$ cat src/hw/fsbp_pkg.sv
package fsbp_pkg;

    // ------------------------------------------------------------------
    // Status register layout
    // ------------------------------------------------------------------
    localparam int STAT_W = 8;
    localparam int BIT_SWL = 7;   // status write lock
    localparam int BIT_BP3 = 6;
    localparam int BIT_TB = 5;    // top/bottom selector
    localparam int BIT_BP2 = 4;
    localparam int BIT_BP1 = 3;
    localparam int BIT_BP0 = 2;
    localparam int BIT_WEL = 1;   // write enable latch
    localparam int BIT_WIP = 0;   // write in progress
    localparam int FLAG_READY_BIT = 7;
    localparam int FLAG_PROT_BIT = 1;

    // Nonvolatile defaults: lock set, bottom anchored, nothing protected.
    localparam logic NV_SWL_RST = 1'b1;
    localparam logic NV_TB_RST = 1'b1;
    localparam logic [3:0] NV_BP_RST = 4'h0;

    // ------------------------------------------------------------------
    // Array geometry
    // ------------------------------------------------------------------
    localparam int ADDR_W = 26;
    localparam int SECT_W = 10;           // 1024 sectors of 64KB
    localparam int SECT_LSB = 16;
    localparam int SUB32_LSB = 15;
    localparam int SUB4_LSB = 12;
    localparam int SUB32_W = 11;          // 2048 subsectors of 32KB
    localparam int SUB4_W = 14;           // 16384 subsectors of 4KB
    localparam logic [3:0] BP_ALL = 4'hB; // 11 and above protect all

    // Internal nonvolatile write time, in clock cycles.
    localparam int WRITE_CYCLES_DEF = 16;

    // ------------------------------------------------------------------
    // Operation codes seen from the command decoder
    // ------------------------------------------------------------------
    typedef enum logic [2:0] {
        FSBP_OP_NONE = 3'h0,
        FSBP_OP_PROG = 3'h1,
        FSBP_OP_SE64 = 3'h2,
        FSBP_OP_SE32 = 3'h3,
        FSBP_OP_SE4 = 3'h4,
        FSBP_OP_BULK = 3'h5,
        FSBP_OP_NVCFG = 3'h6
    } fsbp_op_t;

    typedef enum logic [1:0] {
        FSBP_IDLE = 2'b00,
        FSBP_BUSY = 2'b01,
        FSBP_DONE = 2'b11
    } fsbp_state_t;

endpackage

$ cat src/hw/fsbp_status_protect.sv
`timescale 1ns/1ps
// Contract
// RL1 - Read-status returns register; write-status updates writable bits.
// RL2 - Lock bit set with write-protect low ignores status writes.
// RL3 - Hardware protection ends only when write-protect pin goes high.
// RL4 - Bit 7 nonvolatile lock; default 1 blocks writes with pin low.
// RL5 - Bit 5 selects top (0) or bottom (1, default) anchoring.
// RL6 - Block-protect bits at 6 and 4:2 refuse program/erase in range.
// RL7 - Write-enable latch bit 1 clears at power-up; needed before writes.
// RL8 - Bit 0 reads 1 while internal write, program or erase runs.
// RL9 - Bulk erase runs only when all block-protect bits are zero.
// RL10 - Write-in-progress is inverse of flag status ready bit.
// RL11 - Value n protects 2^(n-1) sectors; zero none; 11+ all.
// RL12 - 26-bit address decodes to 64KB, 32KB and 4KB units.
// RL13 - Protected program or erase sets protection error flag instead.
// RL14 - Write-status needs latch set; latch clears when cycle completes.
module fsbp_status_protect
    import fsbp_pkg::*;
#(
    parameter int WRITE_CYCLES = WRITE_CYCLES_DEF
) (
    input wire logic clk,
    input wire logic rst,
    input wire logic writeProtectN,
    input wire logic rdStatReq,
    input wire logic wrStatReq,
    input wire logic [fsbp_pkg::STAT_W-1:0] wrStatData,
    input wire logic wrEnableReq,
    input wire logic wrDisableReq,
    input wire logic opReq,
    input wire fsbp_pkg::fsbp_op_t opCode,
    input wire logic [fsbp_pkg::ADDR_W-1:0] opAddr,
    input wire logic opDone,
    input wire logic clrFlagReq,
    output logic [fsbp_pkg::STAT_W-1:0] rdStatData,
    output logic rdStatValid,
    output logic opStart,
    output logic opRefused,
    output logic [fsbp_pkg::SECT_W-1:0] opSector,
    output logic [10:0] opSub32,
    output logic [13:0] opSub4,
    output logic flagReady,
    output logic flagProtErr,
    output logic hwProtected
);
    import fsbp_pkg::*;

    // ------------------------------------------------------------------
    // Pin synchroniser
    // ------------------------------------------------------------------
    logic [2:0] wpSync_r;
    logic wpLevel_r;

    always_ff @(posedge clk or posedge rst) begin
        if (rst) begin
            wpSync_r <= 3'h7;
            wpLevel_r <= 1'b1;
        end else begin
            wpSync_r <= {wpSync_r[1:0], writeProtectN};
            // A change counts once the second and third stages agree.
            if (wpSync_r[1] == wpSync_r[2]) begin
                wpLevel_r <= wpSync_r[2];
            end
        end
    end

    // ------------------------------------------------------------------
    // Status state
    // ------------------------------------------------------------------
    logic swl_r;
    logic tb_r;
    logic [3:0] bp_r;
    logic wel_r;
    logic [STAT_W-1:0] pendData_r;
    logic pendStat_r;
    fsbp_state_t state_r;
    logic [$clog2(WRITE_CYCLES+1)-1:0] cnt_r;

    logic locked;
    logic wrStatOk;
    logic statFinish;
    logic protHit;
    logic opAllowed;
    logic busy;
    logic opStartNxt;
    logic opRefuseNxt;

    // The lock persists until the filtered pin reads high again.
    assign locked = swl_r && !wpLevel_r; // [RL2] [RL3] [RL4]
    assign busy = (state_r != FSBP_IDLE);
    assign wrStatOk = wrStatReq && wel_r && !locked && !busy; // [RL2] [RL14]
    assign statFinish = (state_r == FSBP_BUSY) && pendStat_r
        && (cnt_r == '0);

    fsbp_range_check u_range (
        .bp(bp_r),
        .bottom(tb_r),
        .sector(opAddr[SECT_LSB +: SECT_W]),
        .hit(protHit)
    );

    always_comb begin
        case (opCode)
            FSBP_OP_BULK: opAllowed = (bp_r == 4'h0); // [RL9]
            FSBP_OP_NVCFG: opAllowed = 1'b1;
            FSBP_OP_PROG,
            FSBP_OP_SE64,
            FSBP_OP_SE32,
            FSBP_OP_SE4: opAllowed = !protHit; // [RL6]
            default: opAllowed = 1'b0;
        endcase
    end

    // Status nonvolatile bits; the power-up values stand in for the
    // stored copy since the array itself is outside this block.
    always_ff @(posedge clk or posedge rst) begin
        if (rst) begin
            swl_r <= NV_SWL_RST;
            tb_r <= NV_TB_RST;
            bp_r <= NV_BP_RST;
        end else if (statFinish) begin
            swl_r <= pendData_r[BIT_SWL]; // [RL1] [RL4]
            tb_r <= pendData_r[BIT_TB]; // [RL5]
            bp_r <= {pendData_r[BIT_BP3], pendData_r[BIT_BP2],
                pendData_r[BIT_BP1], pendData_r[BIT_BP0]}; // [RL6]
        end
    end

    // Write enable latch.
    always_ff @(posedge clk or posedge rst) begin
        if (rst) begin
            wel_r <= 1'b0; // [RL7]
        end else if ((state_r == FSBP_DONE) || wrDisableReq) begin
            wel_r <= 1'b0; // [RL14]
        end else if (wrEnableReq && !busy) begin
            wel_r <= 1'b1; // [RL7]
        end else if (opStartNxt) begin
            // Array operations consume the latch at start.
            wel_r <= 1'b0;
        end
    end

    // ------------------------------------------------------------------
    // Internal cycle sequencer
    // ------------------------------------------------------------------
    assign opStartNxt = opReq && wel_r && !busy && !wrStatReq
        && opAllowed; // [RL7]
    assign opRefuseNxt = opReq && wel_r && !busy && !wrStatReq
        && !opAllowed; // [RL13]

    always_ff @(posedge clk or posedge rst) begin
        if (rst) begin
            state_r <= FSBP_IDLE;
            cnt_r <= '0;
            pendStat_r <= 1'b0;
            pendData_r <= '0;
        end else begin
            case (state_r)
                FSBP_IDLE: begin
                    if (wrStatOk) begin
                        state_r <= FSBP_BUSY;
                        pendStat_r <= 1'b1;
                        pendData_r <= wrStatData;
                        cnt_r <= ($clog2(WRITE_CYCLES+1))'(WRITE_CYCLES - 1);
                    end else if (opStartNxt) begin
                        state_r <= FSBP_BUSY;
                        pendStat_r <= 1'b0;
                    end
                end
                FSBP_BUSY: begin
                    if (pendStat_r) begin
                        if (cnt_r == '0) begin
                            state_r <= FSBP_DONE;
                        end else begin
                            cnt_r <= cnt_r - 1'b1;
                        end
                    end else if (opDone) begin
                        state_r <= FSBP_DONE;
                    end
                end
                FSBP_DONE: begin
                    state_r <= FSBP_IDLE;
                    pendStat_r <= 1'b0;
                end
                default: state_r <= FSBP_IDLE;
            endcase
        end
    end

    // ------------------------------------------------------------------
    // Outputs
    // ------------------------------------------------------------------
    always_ff @(posedge clk or posedge rst) begin
        if (rst) begin
            rdStatData <= '0;
            rdStatValid <= 1'b0;
        end else begin
            rdStatValid <= rdStatReq;
            if (rdStatReq) begin
                rdStatData <= {swl_r, bp_r[3], tb_r, bp_r[2:0], wel_r,
                    busy}; // [RL1] [RL8]
            end
        end
    end

    always_ff @(posedge clk or posedge rst) begin
        if (rst) begin
            flagReady <= 1'b1;
        end else begin
            flagReady <= !(busy || wrStatOk || opStartNxt) ||
                (state_r == FSBP_DONE); // [RL10]
        end
    end

    always_ff @(posedge clk or posedge rst) begin
        if (rst) begin
            flagProtErr <= 1'b0;
        end else if (opRefuseNxt) begin
            flagProtErr <= 1'b1; // [RL13]
        end else if (clrFlagReq) begin
            flagProtErr <= 1'b0;
        end
    end

    always_ff @(posedge clk or posedge rst) begin
        if (rst) begin
            opStart <= 1'b0;
            opRefused <= 1'b0;
            opSector <= '0;
            opSub32 <= '0;
            opSub4 <= '0;
            hwProtected <= 1'b0;
        end else begin
            opStart <= opStartNxt;
            opRefused <= opRefuseNxt;
            hwProtected <= locked;
            if (opReq) begin
                opSector <= opAddr[SECT_LSB +: SECT_W]; // [RL12]
                opSub32 <= opAddr[SUB32_LSB +: SUB32_W]; // [RL12]
                opSub4 <= opAddr[SUB4_LSB +: SUB4_W]; // [RL12]
            end
        end
    end
endmodule // fsbp_status_protect

$ cat src/hw/fsbp_range_check.sv
`timescale 1ns/1ps
// Combinational protected-range test for one 64KB sector index.
module fsbp_range_check
    import fsbp_pkg::*;
#(
    parameter int SW = SECT_W
) (
    input wire logic [3:0] bp,
    input wire logic bottom,
    input wire logic [SW-1:0] sector,
    output logic hit
);
    logic [SW:0] count;
    logic [SW:0] secExt;

    always_comb begin
        // Value n protects 2^(n-1) sectors; 11 and up protect all.
        if (bp == 4'h0) begin
            count = '0;
        end else if (bp >= BP_ALL) begin
            count = (SW+1)'(1) << SW;
        end else begin
            count = (SW+1)'(1) << (bp - 4'h1);
        end
        secExt = {1'b0, sector};
        if (bottom) begin
            hit = secExt < count; // [RL11]
        end else begin
            hit = secExt >= ((SW+1)'(1) << SW) - count; // [RL11]
        end
    end
endmodule // fsbp_range_check

$ cat config.mk
export PLATFORM = sky130hd
export DESIGN_NAME = fsbp_status_protect
export DESIGN_NICKNAME = d
export VERILOG_FILES = /design/src/hw/fsbp_pkg.sv /design/src/hw/fsbp_status_protect.sv /design/src/hw/fsbp_range_check.sv
export SDC_FILE = /design/constraint.sdc
export NUM_CORES = 1
export LEC_CHECK = 0
export ABC_AREA = 0
export BUFFER_PORTS_ARGS = -buffer_cell sky130_fd_sc_hd__buf_2
export CORE_MARGIN = 10
export CORE_UTILIZATION = 55
export DETAILED_ROUTE_END_ITERATION = 7
export PLACE_DENSITY = 0.95
export SETUP_SLACK_MARGIN = 0.02
export SLEW_MARGIN = 40
export SYNTH_ARGS = -nofsm -noshare
export SYNTH_HDL_FRONTEND = slang
export SYNTH_SLANG_ARGS = --single-unit
$ cat constraint.sdc
create_clock -name clk -period 5.4 [get_ports clk]
set_clock_uncertainty 0.1 [all_clocks]
set_input_delay 0 -clock clk [delete_from_list [all_inputs] [get_ports clk]]
set_output_delay 0 -clock clk [all_outputs]
set_load 0.05 [all_outputs]
==> impl_results.md, run 1 <==
- Status: finished clean
- DP HPWL: 5.266 mm
- CTS max path bufs: 2
- Placer Congestion: 0.8855
- IO Count: 96
- DRT antenna net count: 0
- Number of synthesized register bits: 53
- Syn_area_per_cell: 10.31 um^2
- Clock root cell: clkbuf_8
- Top delay family on crit path: simple AND/OR/NAND/NOR gates
- CTS Sinks: 53
- GRT Total Usage: 16.50%
- Drt first-iter violations: 144
- Vias in the first global route: 2497
- PortBufs: 81
- Vias: 2377
- CTS Hold Bufs: 29
- Post-synthesis instance total: 285
- Finish-stage setup viols: 0
- Slew HR: 54.10%
- Drt drc: 0
- Final Util: 71.25%
- WS Path Type: reg -> reg
- H-tree level count: 2
- P_leak: 1.773 nW
- Ys async rst share: 100.0%
- DRT Wirelength: 7.151 mm
- Post-DR vias/cell: 5.378
- Worst path bufs/invs: 2
- DRT Pass-1 Iters: 4
- Worst-skew pair later-pin latency: 300 ps
- Most common cell after layout, fill and taps aside: buf_2
- Crit path DAT: 4190 ps
- Final hold viol count: 0
- Max-cap violations: 0
- Post_cts resized: 0
- Crit. End Element: flop
- Worst EP required: 5500 ps
- Maximum VDD drop: 0.3189 mV
- Area Overhead vs Synth: 24.61%
- CTS Buf Count: 5
- First-pass GRT wire length: 11.90 mm
- CP Cell Sequence: nand2b_1 > nor3_1 > inv_1 > ha_1 > nor3_1 > a21oi_1 > o21ai_0 > ha_1 > nand4_1 > and3_1 > o21ai_0 > and3_1 > o21ai_0 > o22ai_1 > dlygate4sd3_1
- Hold WC Path Type: in -> reg
- Synth Warn #: 0
- Number of flops mapped to enable cells by yosys: 0
- Top_reg_cell synth: dfrtp_1
- Initial antenna violation count: 0
- Most frequent cells in the layout: 81 x buf_2, 46 x dfrtp_1, 41 x nand2_1, 29 x dlygate4sd3_1, 25 x mux2_2
- Layout Nets: 440
- Routed WL per cell: 16.18 um
- PD cells: 559.6 nW/um^2
- Syn Nets: 354
- Fraction of layout cells with a size suffix above 1: 34.41%
- Die ar.: 8668 um^2
- CP max FO: 14
- Final min period: 4094 ps
- Overflow after GRT: 0
- Largest net degree at the start of global routing: 54
- Slew of the pin with the lowest slew margin: 682.8 ps
- Post-synthesis sequential area ratio: 45.42%
- Site Rows: 26
- Reg2reg setup slack: 1310 ps
- Unique masters post-synth: 46
- Largest incremental delay on the critical path: 570 ps
- Most used cell, CP: o21ai_0
- Cell Area, Synth: 2939 um^2
- CP max-delay cell: dlygate4sd3_1
- Clock transition at path regs: 100 ps
- Die Height: 93.10 um
- Critical Path Start Type: flop
- Diode count: 0
- Starting Density: 57.18%
- Post-CTS setup buffers: 0
- Core footprint: 5140 um^2
- Fmax: 0.2442 GHz
- CTS tree: done
- Die W: 93.10 um
- Pwr Total: 2.050 mW
- Count of pins over their slew limit: 0
- Unrepaired setup endpoints after global routing: false
- Setup TNS: 0 ps
- Final Cycle Share: 75.82%
[worst paths after layout]
| kind | start | depth (start not counted) | end |
|---|---|---|---|
| hold reg to reg | wpSync_r[0] | 0 | wpSync_r[1] |
| min in group asynchronous | rst | 3 | opSub4[0] |
| max in group asynchronous | rst | 3 | rdStatData[4] |
| setup / recovery | bp_r[1] | 15 | flagProtErr |
| setup reg to reg | bp_r[1] | 15 | flagProtErr |
| hold / removal | opCode[0] | 4 | opStart |
[worst min-delay path: cells and delay by family]
kind | cells | cell delay (ps)
buffers and inverters | 1 | 100
AO/OA/AOI/OAI | 2 | 260
AND/OR/NAND/NOR | 1 | 50
[kinds of logic after synthesis]
group	after synthesis	share of synthesized area, %
flip-flops	53	45.42
AO/OA/AOI/OAI	41	8.941
adder cells (fa/ha/maj)	23	9.706
multiplexers	27	10.26
AND/OR/NAND/NOR	92	15.28
XOR/XNOR	7	2.086
buffers and inverters	42	8.301
[sequential cells by signal (all words and copies together) (netlist names), 2 cells and up]
signal      cells
cnt_r           5
pendData_r      6
wpSync_r        3
opSub4          3
state_r         2
bp_r            4
opSector       10
rdStatData      8
[metal layers]
layer / part of all wire (%) / wire (um) / GRT usage, % / vias to the layer above
met3: 6.9 / 492 / 4.636 / 6
met1: 40 / 2839 / 18.57 / 1163
li1: - / - / - / 1135
met4: 0.71 / 51 / 2.828 / 0
met2: 53 / 3768 / 30.49 / 73
met5: 0 / 0 / 0 / -
[cell usage after synthesis (all sizes together) (4+ instances only)]
| cell type | instances | share of area, % |
|---|---|---|
| dfrtp | 46 | 39 |
| nand2 | 41 | 5.2 |
| mux2 | 25 | 9.6 |
| buf | 22 | 5.7 |
| ha | 22 | 9.4 |
| nor2 | 15 | 1.9 |
| o21ai | 12 | 2.2 |
| a21oi | 11 | 2.0 |
| inv | 11 | 1.4 |
| clkbuf | 9 | 1.1 |
| dfstp | 7 | 6.3 |
| nor2b | 7 | 1.5 |
| xnor2 | 6 | 1.8 |
| a21o | 4 | 1.0 |
| and3 | 4 | 0.89 |
| nand2b | 4 | 0.85 |
| nand3 | 4 | 0.68 |
| nor3 | 4 | 0.68 |
| nor4 | 4 | 0.85 |
[through the flow]
step	hold slack (ps)	area, um^2	setup WS [ps]	std cells
global route	47.92	3662	929.5	442
floorplan	-95.52	2939	2384	285
finish	38.12	3662	1306	442
global placement	4.925	3229	1995	405
CTS	24.40	3662	1353	442
detailed placement	7.359	3238	1869	405
[final cells by class]
cell class | count | area (um^2)
well taps | 70 | 87.58
clock inverters | 3 | 65.06
repair buffers | 110 | 695.7
inverters | 11 | 43.79
multi-input cells | 190 | 1366
fillers | 387 | 1478
flip-flops and latches | 53 | 1335
clock buffers | 5 | 68.82
[where the power goes]
group	leakage [nW]	total, mW	internal (mW)	switching [mW]
clock	0.0681	0.315	0.184	0.131
sequential	0.648	0.654	0.527	0.127
combinational	1.06	1.08	0.405	0.677
total	1.77	2.05	1.12	0.934
No activity file was read; power rests on OpenSTA's default activity.
==> inputs of run 2 (changes only) <==
--- a/config.mk
+++ b/config.mk
@@ -5,12 +5,12 @@
 export SDC_FILE = /design/constraint.sdc
 export NUM_CORES = 1
 export LEC_CHECK = 0
-export ABC_AREA = 0
+export ABC_AREA = 1
 export BUFFER_PORTS_ARGS = -buffer_cell sky130_fd_sc_hd__buf_2
 export CORE_MARGIN = 10
-export CORE_UTILIZATION = 55
+export CORE_UTILIZATION = 46
 export DETAILED_ROUTE_END_ITERATION = 7
-export PLACE_DENSITY = 0.95
+export PLACE_DENSITY = 0.87
 export SETUP_SLACK_MARGIN = 0.02
 export SLEW_MARGIN = 40
 export SYNTH_ARGS = -nofsm -noshare
==> constraint.sdc (replaced) <==
create_clock -name clk -period 3.45 [get_ports clk]
set_clock_uncertainty 0.1 [all_clocks]
set_input_delay 0 -clock clk [delete_from_list [all_inputs] [get_ports clk]]
set_output_delay 0 -clock clk [all_outputs]
set_load 0.05 [all_outputs]
==> impl_results.md, run 2 <==
- Status: finished clean
- Most frequent cells in the layout: 121 x nand2_1, 81 x buf_2, 44 x inv_1, 44 x dfrtp_1, 42 x dlygate4sd3_1
- Initial antenna violation count: 0 (unchanged)
- Max-cap violations: 0 (unchanged)
- Finish-stage setup viols: 0 (unchanged)
- Worst-case setup margin in the final layout: 463.0 ps (-842.7 ps)
- DRT Wirelength: 7.469 mm (+4.4%)
- Post-synth top cells: 121 x nand2_1, 46 x dfrtp_1, 45 x inv_1
- Final non-filler cell total: 561 (+27%)
- Pwr Total: 2.802 mW (+37%)
- Filler cells: 535 (+38%)
- Met1 WL: 3.054 mm (+7.6%)
- WL met3: 596 um (+21%)
- Core footprint: 6350 um^2 (+24%)
- Top delay family on crit path: simple AND/OR/NAND/NOR gates
- DR WL met2: 3.743 mm (-0.66%)
- Clock transition at path regs: 100 ps (about the same)
- Routed WL per cell: 13.31 um (-18%)
- Die W: 100.8 um (+8.2%)
- Crit. End Element: flop
- Final min period: 2987 ps (-1107 ps)
- Slew HR: 57.55% (+3.5 points)
- Drt first-iter violations: 122 (-15%)
- PortBufs: 81 (unchanged)
- Critical Path Start Type: flop
- Synth area leaders: dfrtp_1 38%, nand2_1 15%, ha_1 9.2%
- Slew of the pin with the lowest slew margin: 636.8 ps (-46.07 ps)
- DP HPWL: 5.485 mm (+4.2%)
- DRT antenna net count: 0 (unchanged)
- Vias: 2664 (+12%)
- Die ar.: 10150 um^2 (+17%)
- Most common cell after layout, fill and taps aside: nand2_1
- CTS tree: done
- Crit path DAT: 3160 ps (-1030 ps)
- Worst-skew pair later-pin latency: 320 ps (+20 ps)
- IO Count: 96 (unchanged)
- Hold WC Path Type: in -> reg
- Worst path bufs/invs: 6 (+4)
- P_leak: 2.114 nW (+19%)
- Unrepaired setup endpoints after global routing: false
- CP Cell Sequence: nor2_1 > inv_2 > nor2_2 > inv_1 > ha_1 > inv_1 > nor2_2 > inv_1 > nor2_1 > o21bai_1 > ha_1 > nand2_1 > inv_1 > a21oi_1 > nand2_1 > nand2_1 > nand3_1 > nand2_1 > nand3_2 > nand2_2 > nand2_4 > nand2_2 > nand3_2 > inv_2
- Largest net degree at the start of global routing: 54 (unchanged)
- Final Util: 61.06% (-10 points)
- Post-DR vias/cell: 4.749 (-12%)
- H-tree level count: 2 (unchanged)
- Ys async rst share: 100.0% (unchanged)
- Number of flops mapped to enable cells by yosys: 0 (unchanged)
- First-pass GRT wire length: 12.22 mm (+2.7%)
- Syn_area_per_cell: 7.938 um^2 (-23%)
- Post-synthesis instance total: 378 (+33%)
- Hold Startpoint: opCode[0]
- Setup TNS: 0 ps (unchanged)
- Vias in the first global route: 2745 (+9.9%)
- Final hold viol count: 0 (unchanged)
- Syn Nets: 447 (+26%)
- CTS Sinks: 53 (unchanged)
- GRT Total Usage: 14.46% (-2.0 points)
- CTS Buf Count: 5 (unchanged)
- Reg2Reg Launch Point: bp_r[3]
- Fraction of layout cells with a size suffix above 1: 25.47% (-8.9 points)
- Largest regs: opSector x10, rdStatData x8, pendData_r x6
- PD cells: 722.8 nW/um^2 (+29%)
- Number of synthesized register bits: 53 (unchanged)
- Fin area: 3877 um^2 (+5.9%)
- Post-synth top area share: 38.37% (-0.80 points)
- Top reg by flops: opSector
- Die Height: 100.8 um (+8.2%)
- CP max FO: 5 (-9)
- CP max-delay cell: dfrtp_2
- Largest register FFs: 10 (unchanged)
- CTS max path bufs: 2 (unchanged)
- Synth Warn #: 0 (unchanged)
- Post-synthesis sequential area ratio: 44.50% (-0.93 points)
- Reg2reg end: state_r[1]
- Largest incremental delay on the critical path: 450 ps (-120 ps)
- Area Overhead vs Synth: 29.23%
- Fmax: 0.3348 GHz (+37%)
- Biggest area consumer among synthesized cells: dfrtp_1
- Post-Place Cells: 509 (+26%)
- Cell Area, Synth: 3000 um^2 (+2.1%)
- Site Rows: 29 (+12%)
- Clock root cell: clkbuf_8
- Top_reg_cell synth: dfrtp_1
- R2r worst-path depth: 24 (+9)
- Overflow after GRT: 0 (unchanged)
- Drt drc: 0 (unchanged)
- WS Path Type: reg -> reg
- Area after DPL: 3321 um^2 (+2.5%)
- Count leader, synth: nand2_1
- End point of the worst hold path: opStart
- DRT Pass-1 Iters: 4 (unchanged)
- Count of pins over their slew limit: 0 (unchanged)
- Final Cycle Share: 86.58% (+11 points)
- Maximum VDD drop: 0.4006 mV (+26%)
- Reg2reg setup slack: 460 ps (-840 ps)
- Starting Density: 47.25% (-9.9 points)
- Crit path from: bp_r[3]
- Top Metal Used: met4
- Min-Delay Path Depth: 6 (+2)
- Hold WS: 39.65 ps (+1.528 ps)
- Layout Nets: 551 (+25%)
- Placer Congestion: 0.9119 (+3.0%)
- DP Worst Slack: 361.6 ps (-1508 ps)
- Worst EP required: 3620 ps (-1880 ps)
- Unique masters post-synth: 29 (-37%)
==> run 2: worst max-delay path by stage <==
stage                       endpoint  slack [ps]  depth (start not counted)
after global placement    pendStat_r         460                         23
after CTS                 state_r[1]         330                         24
after global routing      state_r[1]          50                         24
final                     state_r[1]         460                         24
after detailed placement  pendStat_r         360                         23
after floorplan           state_r[1]         720                         25
==> run 2: final cells by class <==
cell class                 instances  area (um^2)  area share [%]
tap                               77        96.34           2.485
clock buffer                       5        68.82           1.775
inverter                          51        193.9           5.002
multi-input combinational        247         1297           33.46
timing repair buffer             124        833.3           21.49
clock inverter                     3        47.55           1.226
antenna                            1        2.502         0.06454
sequential                        53         1338           34.49
==> run 2: cells by family after synthesis <==
family          after synthesis  synth area share (%)
buf+inv                      78                 12.51
flops                        53                 44.50
xor+xnor                      1                0.2920
compound gates               42                 7.590
simple gates                181                 25.60
fa+ha+maj                    23                 9.508
==> run 2: report_power, final <==
part	internal, mW	switching [mW]	total [mW]	leakage, nW
clock network	0.222	0.226	0.448	0.0592
logic	0.458	0.969	1.43	1.41
registers	0.805	0.123	0.928	0.650
total	1.48	1.32	2.80	2.11
==> run 2: layer usage <==
layer	vias to the layer above	global-route usage, %
met5	-	0
met4	0	4.239
met3	8	5.418
li1	1368	-
met1	1217	15.79
met2	71	25.36
==> run 2: timing repair <==
item,in CTS,in global routing
setup buffers,0,1
gates resized for setup,0,5
hold buffers,42,0
hold endpoints to repair,77,0
setup endpoints to repair,0,7
==> run 2: worst min-delay path, stage by stage <==
cell     delay, ps
buf_2          100
a21oi_1         70
o21ai_2         70
nand2_2         70
nand2_4         80
inv_1           40
==> inputs of run 3 (changes only) <==
--- a/config.mk
+++ b/config.mk
@@ -6,11 +6,11 @@
 export NUM_CORES = 1
 export LEC_CHECK = 0
 export ABC_AREA = 1
-export BUFFER_PORTS_ARGS = -buffer_cell sky130_fd_sc_hd__buf_2
 export CORE_MARGIN = 10
-export CORE_UTILIZATION = 46
+export CORE_UTILIZATION = 57
 export DETAILED_ROUTE_END_ITERATION = 7
-export PLACE_DENSITY = 0.87
+export DONT_BUFFER_PORTS = 1
+export PLACE_DENSITY = 0.86
 export SETUP_SLACK_MARGIN = 0.02
 export SLEW_MARGIN = 40
 export SYNTH_ARGS = -nofsm -noshare
==> constraint.sdc (replaced) <==
create_clock -name clk -period 3.45 [get_ports clk]
set_clock_uncertainty 0.1 [all_clocks]
set_input_delay 0 -clock clk [delete_from_list [all_inputs] [get_ports clk]]
set_output_delay 0 -clock clk [all_outputs]
set_load 0.005 [all_outputs]
==> impl_results.md, run 3 (synthesis results as in run 2) <==
- Area after DPL: 2907 um^2 (-12%)
- Clock root cell: clkbuf_8
- Final non-filler cell total: 473 (-16%)
- Post-DR vias/cell: 5.074 (+6.9%)
- Most frequent cells in the layout: 121 x nand2_1, 45 x dfrtp_1, 44 x inv_1, 43 x dlygate4sd3_1, 25 x nor2_1
- GRT Total Usage: 16.15% (+1.7 points)
- P_leak: 1.752 nW (-17%)
- DRT Pass-1 Iters: 4 (unchanged)
- PD cells: 687.9 nW/um^2 (-4.8%)
- CTS max path bufs: 2 (unchanged)
- Crit path DAT: 3240 ps (+80 ps)
- Most common cell after layout, fill and taps aside: nand2_1
- Worst EP required: 3610 ps (about the same)
- Worst-case setup margin in the final layout: 370.9 ps (-92.13 ps)
- R2r worst-path depth: 24 (unchanged)
- First-pass GRT wire length: 11.56 mm (-5.4%)
- Largest net degree at the start of global routing: 54 (unchanged)
- Slew HR: 56.79% (-0.76 points)
- End point of the worst hold path: pendStat_r
- Final hold viol count: 0 (unchanged)
- Largest register FFs: 10 (unchanged)
- Routed WL per cell: 14.23 um (+6.9%)
- CTS Sinks: 53 (unchanged)
- Maximum VDD drop: 0.3976 mV (-0.75%)
- Status: finished clean
- CP max-delay cell: dfrtp_1
- Area Overhead vs Synth: 14.39%
- Post-Place Cells: 421 (-17%)
- DRT Wirelength: 6.733 mm (-9.9%)
- Initial antenna violation count: 0 (unchanged)
- Site Rows: 26 (-10%)
- Placer Congestion: 0.9351 (+2.5%)
- Reg2reg setup slack: 370 ps (-90 ps)
- Filler cells: 435 (-19%)
- Clock transition at path regs: 90 ps (about the same)
- Largest incremental delay on the critical path: 450 ps (about the same)
- H-tree level count: 2 (unchanged)
- Overflow after GRT: 0 (unchanged)
- Min-Delay Path Depth: 4 (-2)
- Hold WC Path Type: in -> reg
- Vias in the first global route: 2542 (-7.4%)
- Final min period: 3079 ps (+92.13 ps)
- Reg2Reg Launch Point: bp_r[2]
- Hold WS: 17.99 ps (-21.65 ps)
- Layout Nets: 471 (-15%)
- IO Count: 96 (unchanged)
- Finish-stage setup viols: 0 (unchanged)
- Final Cycle Share: 89.25% (+2.7 points)
- Crit. End Element: flop
- Setup TNS: 0 ps (unchanged)
- Drt first-iter violations: 114 (-6.6%)
- Top reg by flops: opSector
- Worst-skew pair later-pin latency: 310 ps (about the same)
- DP Worst Slack: 263.7 ps (-97.94 ps)
- Vias: 2400 (-9.9%)
- PortBufs: 0 (-100%)
- Die ar.: 8566 um^2 (-16%)
- Largest regs: opSector x10, rdStatData x8, pendData_r x6
- Die W: 92.55 um (-8.1%)
- Fraction of layout cells with a size suffix above 1: 9.181% (-16 points)
- CP Cell Sequence: nor2_2 > inv_2 > nor2_1 > inv_1 > ha_1 > inv_1 > nor2_1 > inv_1 > nor2_1 > o21bai_1 > ha_1 > nand2_1 > inv_1 > a21oi_1 > nand2_1 > nand2_1 > nand3_1 > nand2_1 > nand3_2 > nand2_2 > nand2_4 > nand2_2 > nand3_2 > inv_2
- Fin area: 3432 um^2 (-11%)
- Hold Startpoint: wrStatReq
- Reg2reg end: state_r[1]
- Fmax: 0.3248 GHz (-3.0%)
- Unrepaired setup endpoints after global routing: false
- WS Path Type: reg -> reg
- CTS Buf Count: 5 (unchanged)
- Diode count: 0 (-1)
- Starting Density: 58.75% (+11 points)
- Core footprint: 5107 um^2 (-20%)
- CTS tree: done
- CP max FO: 5 (unchanged)
- DP HPWL: 4.958 mm (-9.6%)
- Die Height: 92.55 um (-8.1%)
- DRT antenna net count: 0 (unchanged)
- Max-cap violations: 0 (unchanged)
- Count of pins over their slew limit: 0 (unchanged)
- Slew of the pin with the lowest slew margin: 648.2 ps (+11.42 ps)
- Critical Path Start Type: flop
- Drt drc: 0 (unchanged)
[run 3: changes by cell type in the layout (fill, tap and decap cells not counted)]
cell	before	now
buf_2	81	0
bufinv_16	1	0
clkbuf_1	0	2
clkinvlp_4	0	1
dfrtp_1	44	45
dfrtp_2	2	1
diode_2	1	0
dlygate4sd3_1	42	43
inv_6	2	0
nor2_1	23	25
nor2_2	5	3
[run 3: stage by stage]
| stage | total power, mW | util, % |
|---|---|---|
| final | 2.361 | 67.20 |
| after global placement | 1.850 | 56.86 |
| after floorplan | 1.723 | - |
| after detailed placement | 1.926 | 56.91 |
| after global routing | 2.615 | 67.20 |
| after CTS | 2.361 | 66.98 |
[run 3: area by class of cell]
class | instances | area [um^2] | area share [%]
multi-input combinational | 247 | 1292 | 37.66
clock inverter | 1 | 7.507 | 0.2187
tap | 70 | 87.58 | 2.552
inverter | 51 | 193.9 | 5.651
timing repair buffer | 44 | 437.9 | 12.76
clock buffer | 7 | 76.32 | 2.224
sequential | 53 | 1336 | 38.94
[run 3: where the power goes]
part,internal [mW],switching (mW)
sequential,0.804,0.149
combinational,0.426,0.636
clock,0.144,0.201
[run 3: worst max-delay path, delay by kind of cell (launching register included)]
kind / cells / cell delay [ps]
simple gates: 14 / 1230
buf+inv: 6 / 410
flops: 1 / 450
compound gates: 2 / 340
fa+ha+maj: 2 / 500
[run 3: worst max path at each step]
stage | slack [ps] | from | end
floorplan | 720 | bp_r[3] | state_r[1]
global placement | 420 | bp_r[3] | state_r[1]
detailed placement | 260 | bp_r[3] | state_r[1]
CTS | 240 | bp_r[3] | state_r[1]
global route | 20 | bp_r[3] | state_r[1]
finish | 370 | bp_r[2] | state_r[1]
[run 3: repair_timing]
action	in CTS	in global routing
setup buffers	0	1
gates resized for setup	0	2
endpoints found under the setup margin	0	7
hold buffers	43	0
hold endpoints to repair	91	0
[run 3: layer usage]
metal,vias up,share of wire (%),GRT usage (%)
met5,-,0,0
met3,7,7.0,5.004
li1,1206,-,-
met4,0,0.91,4.627
met2,59,54,30.35
met1,1128,39,16.81
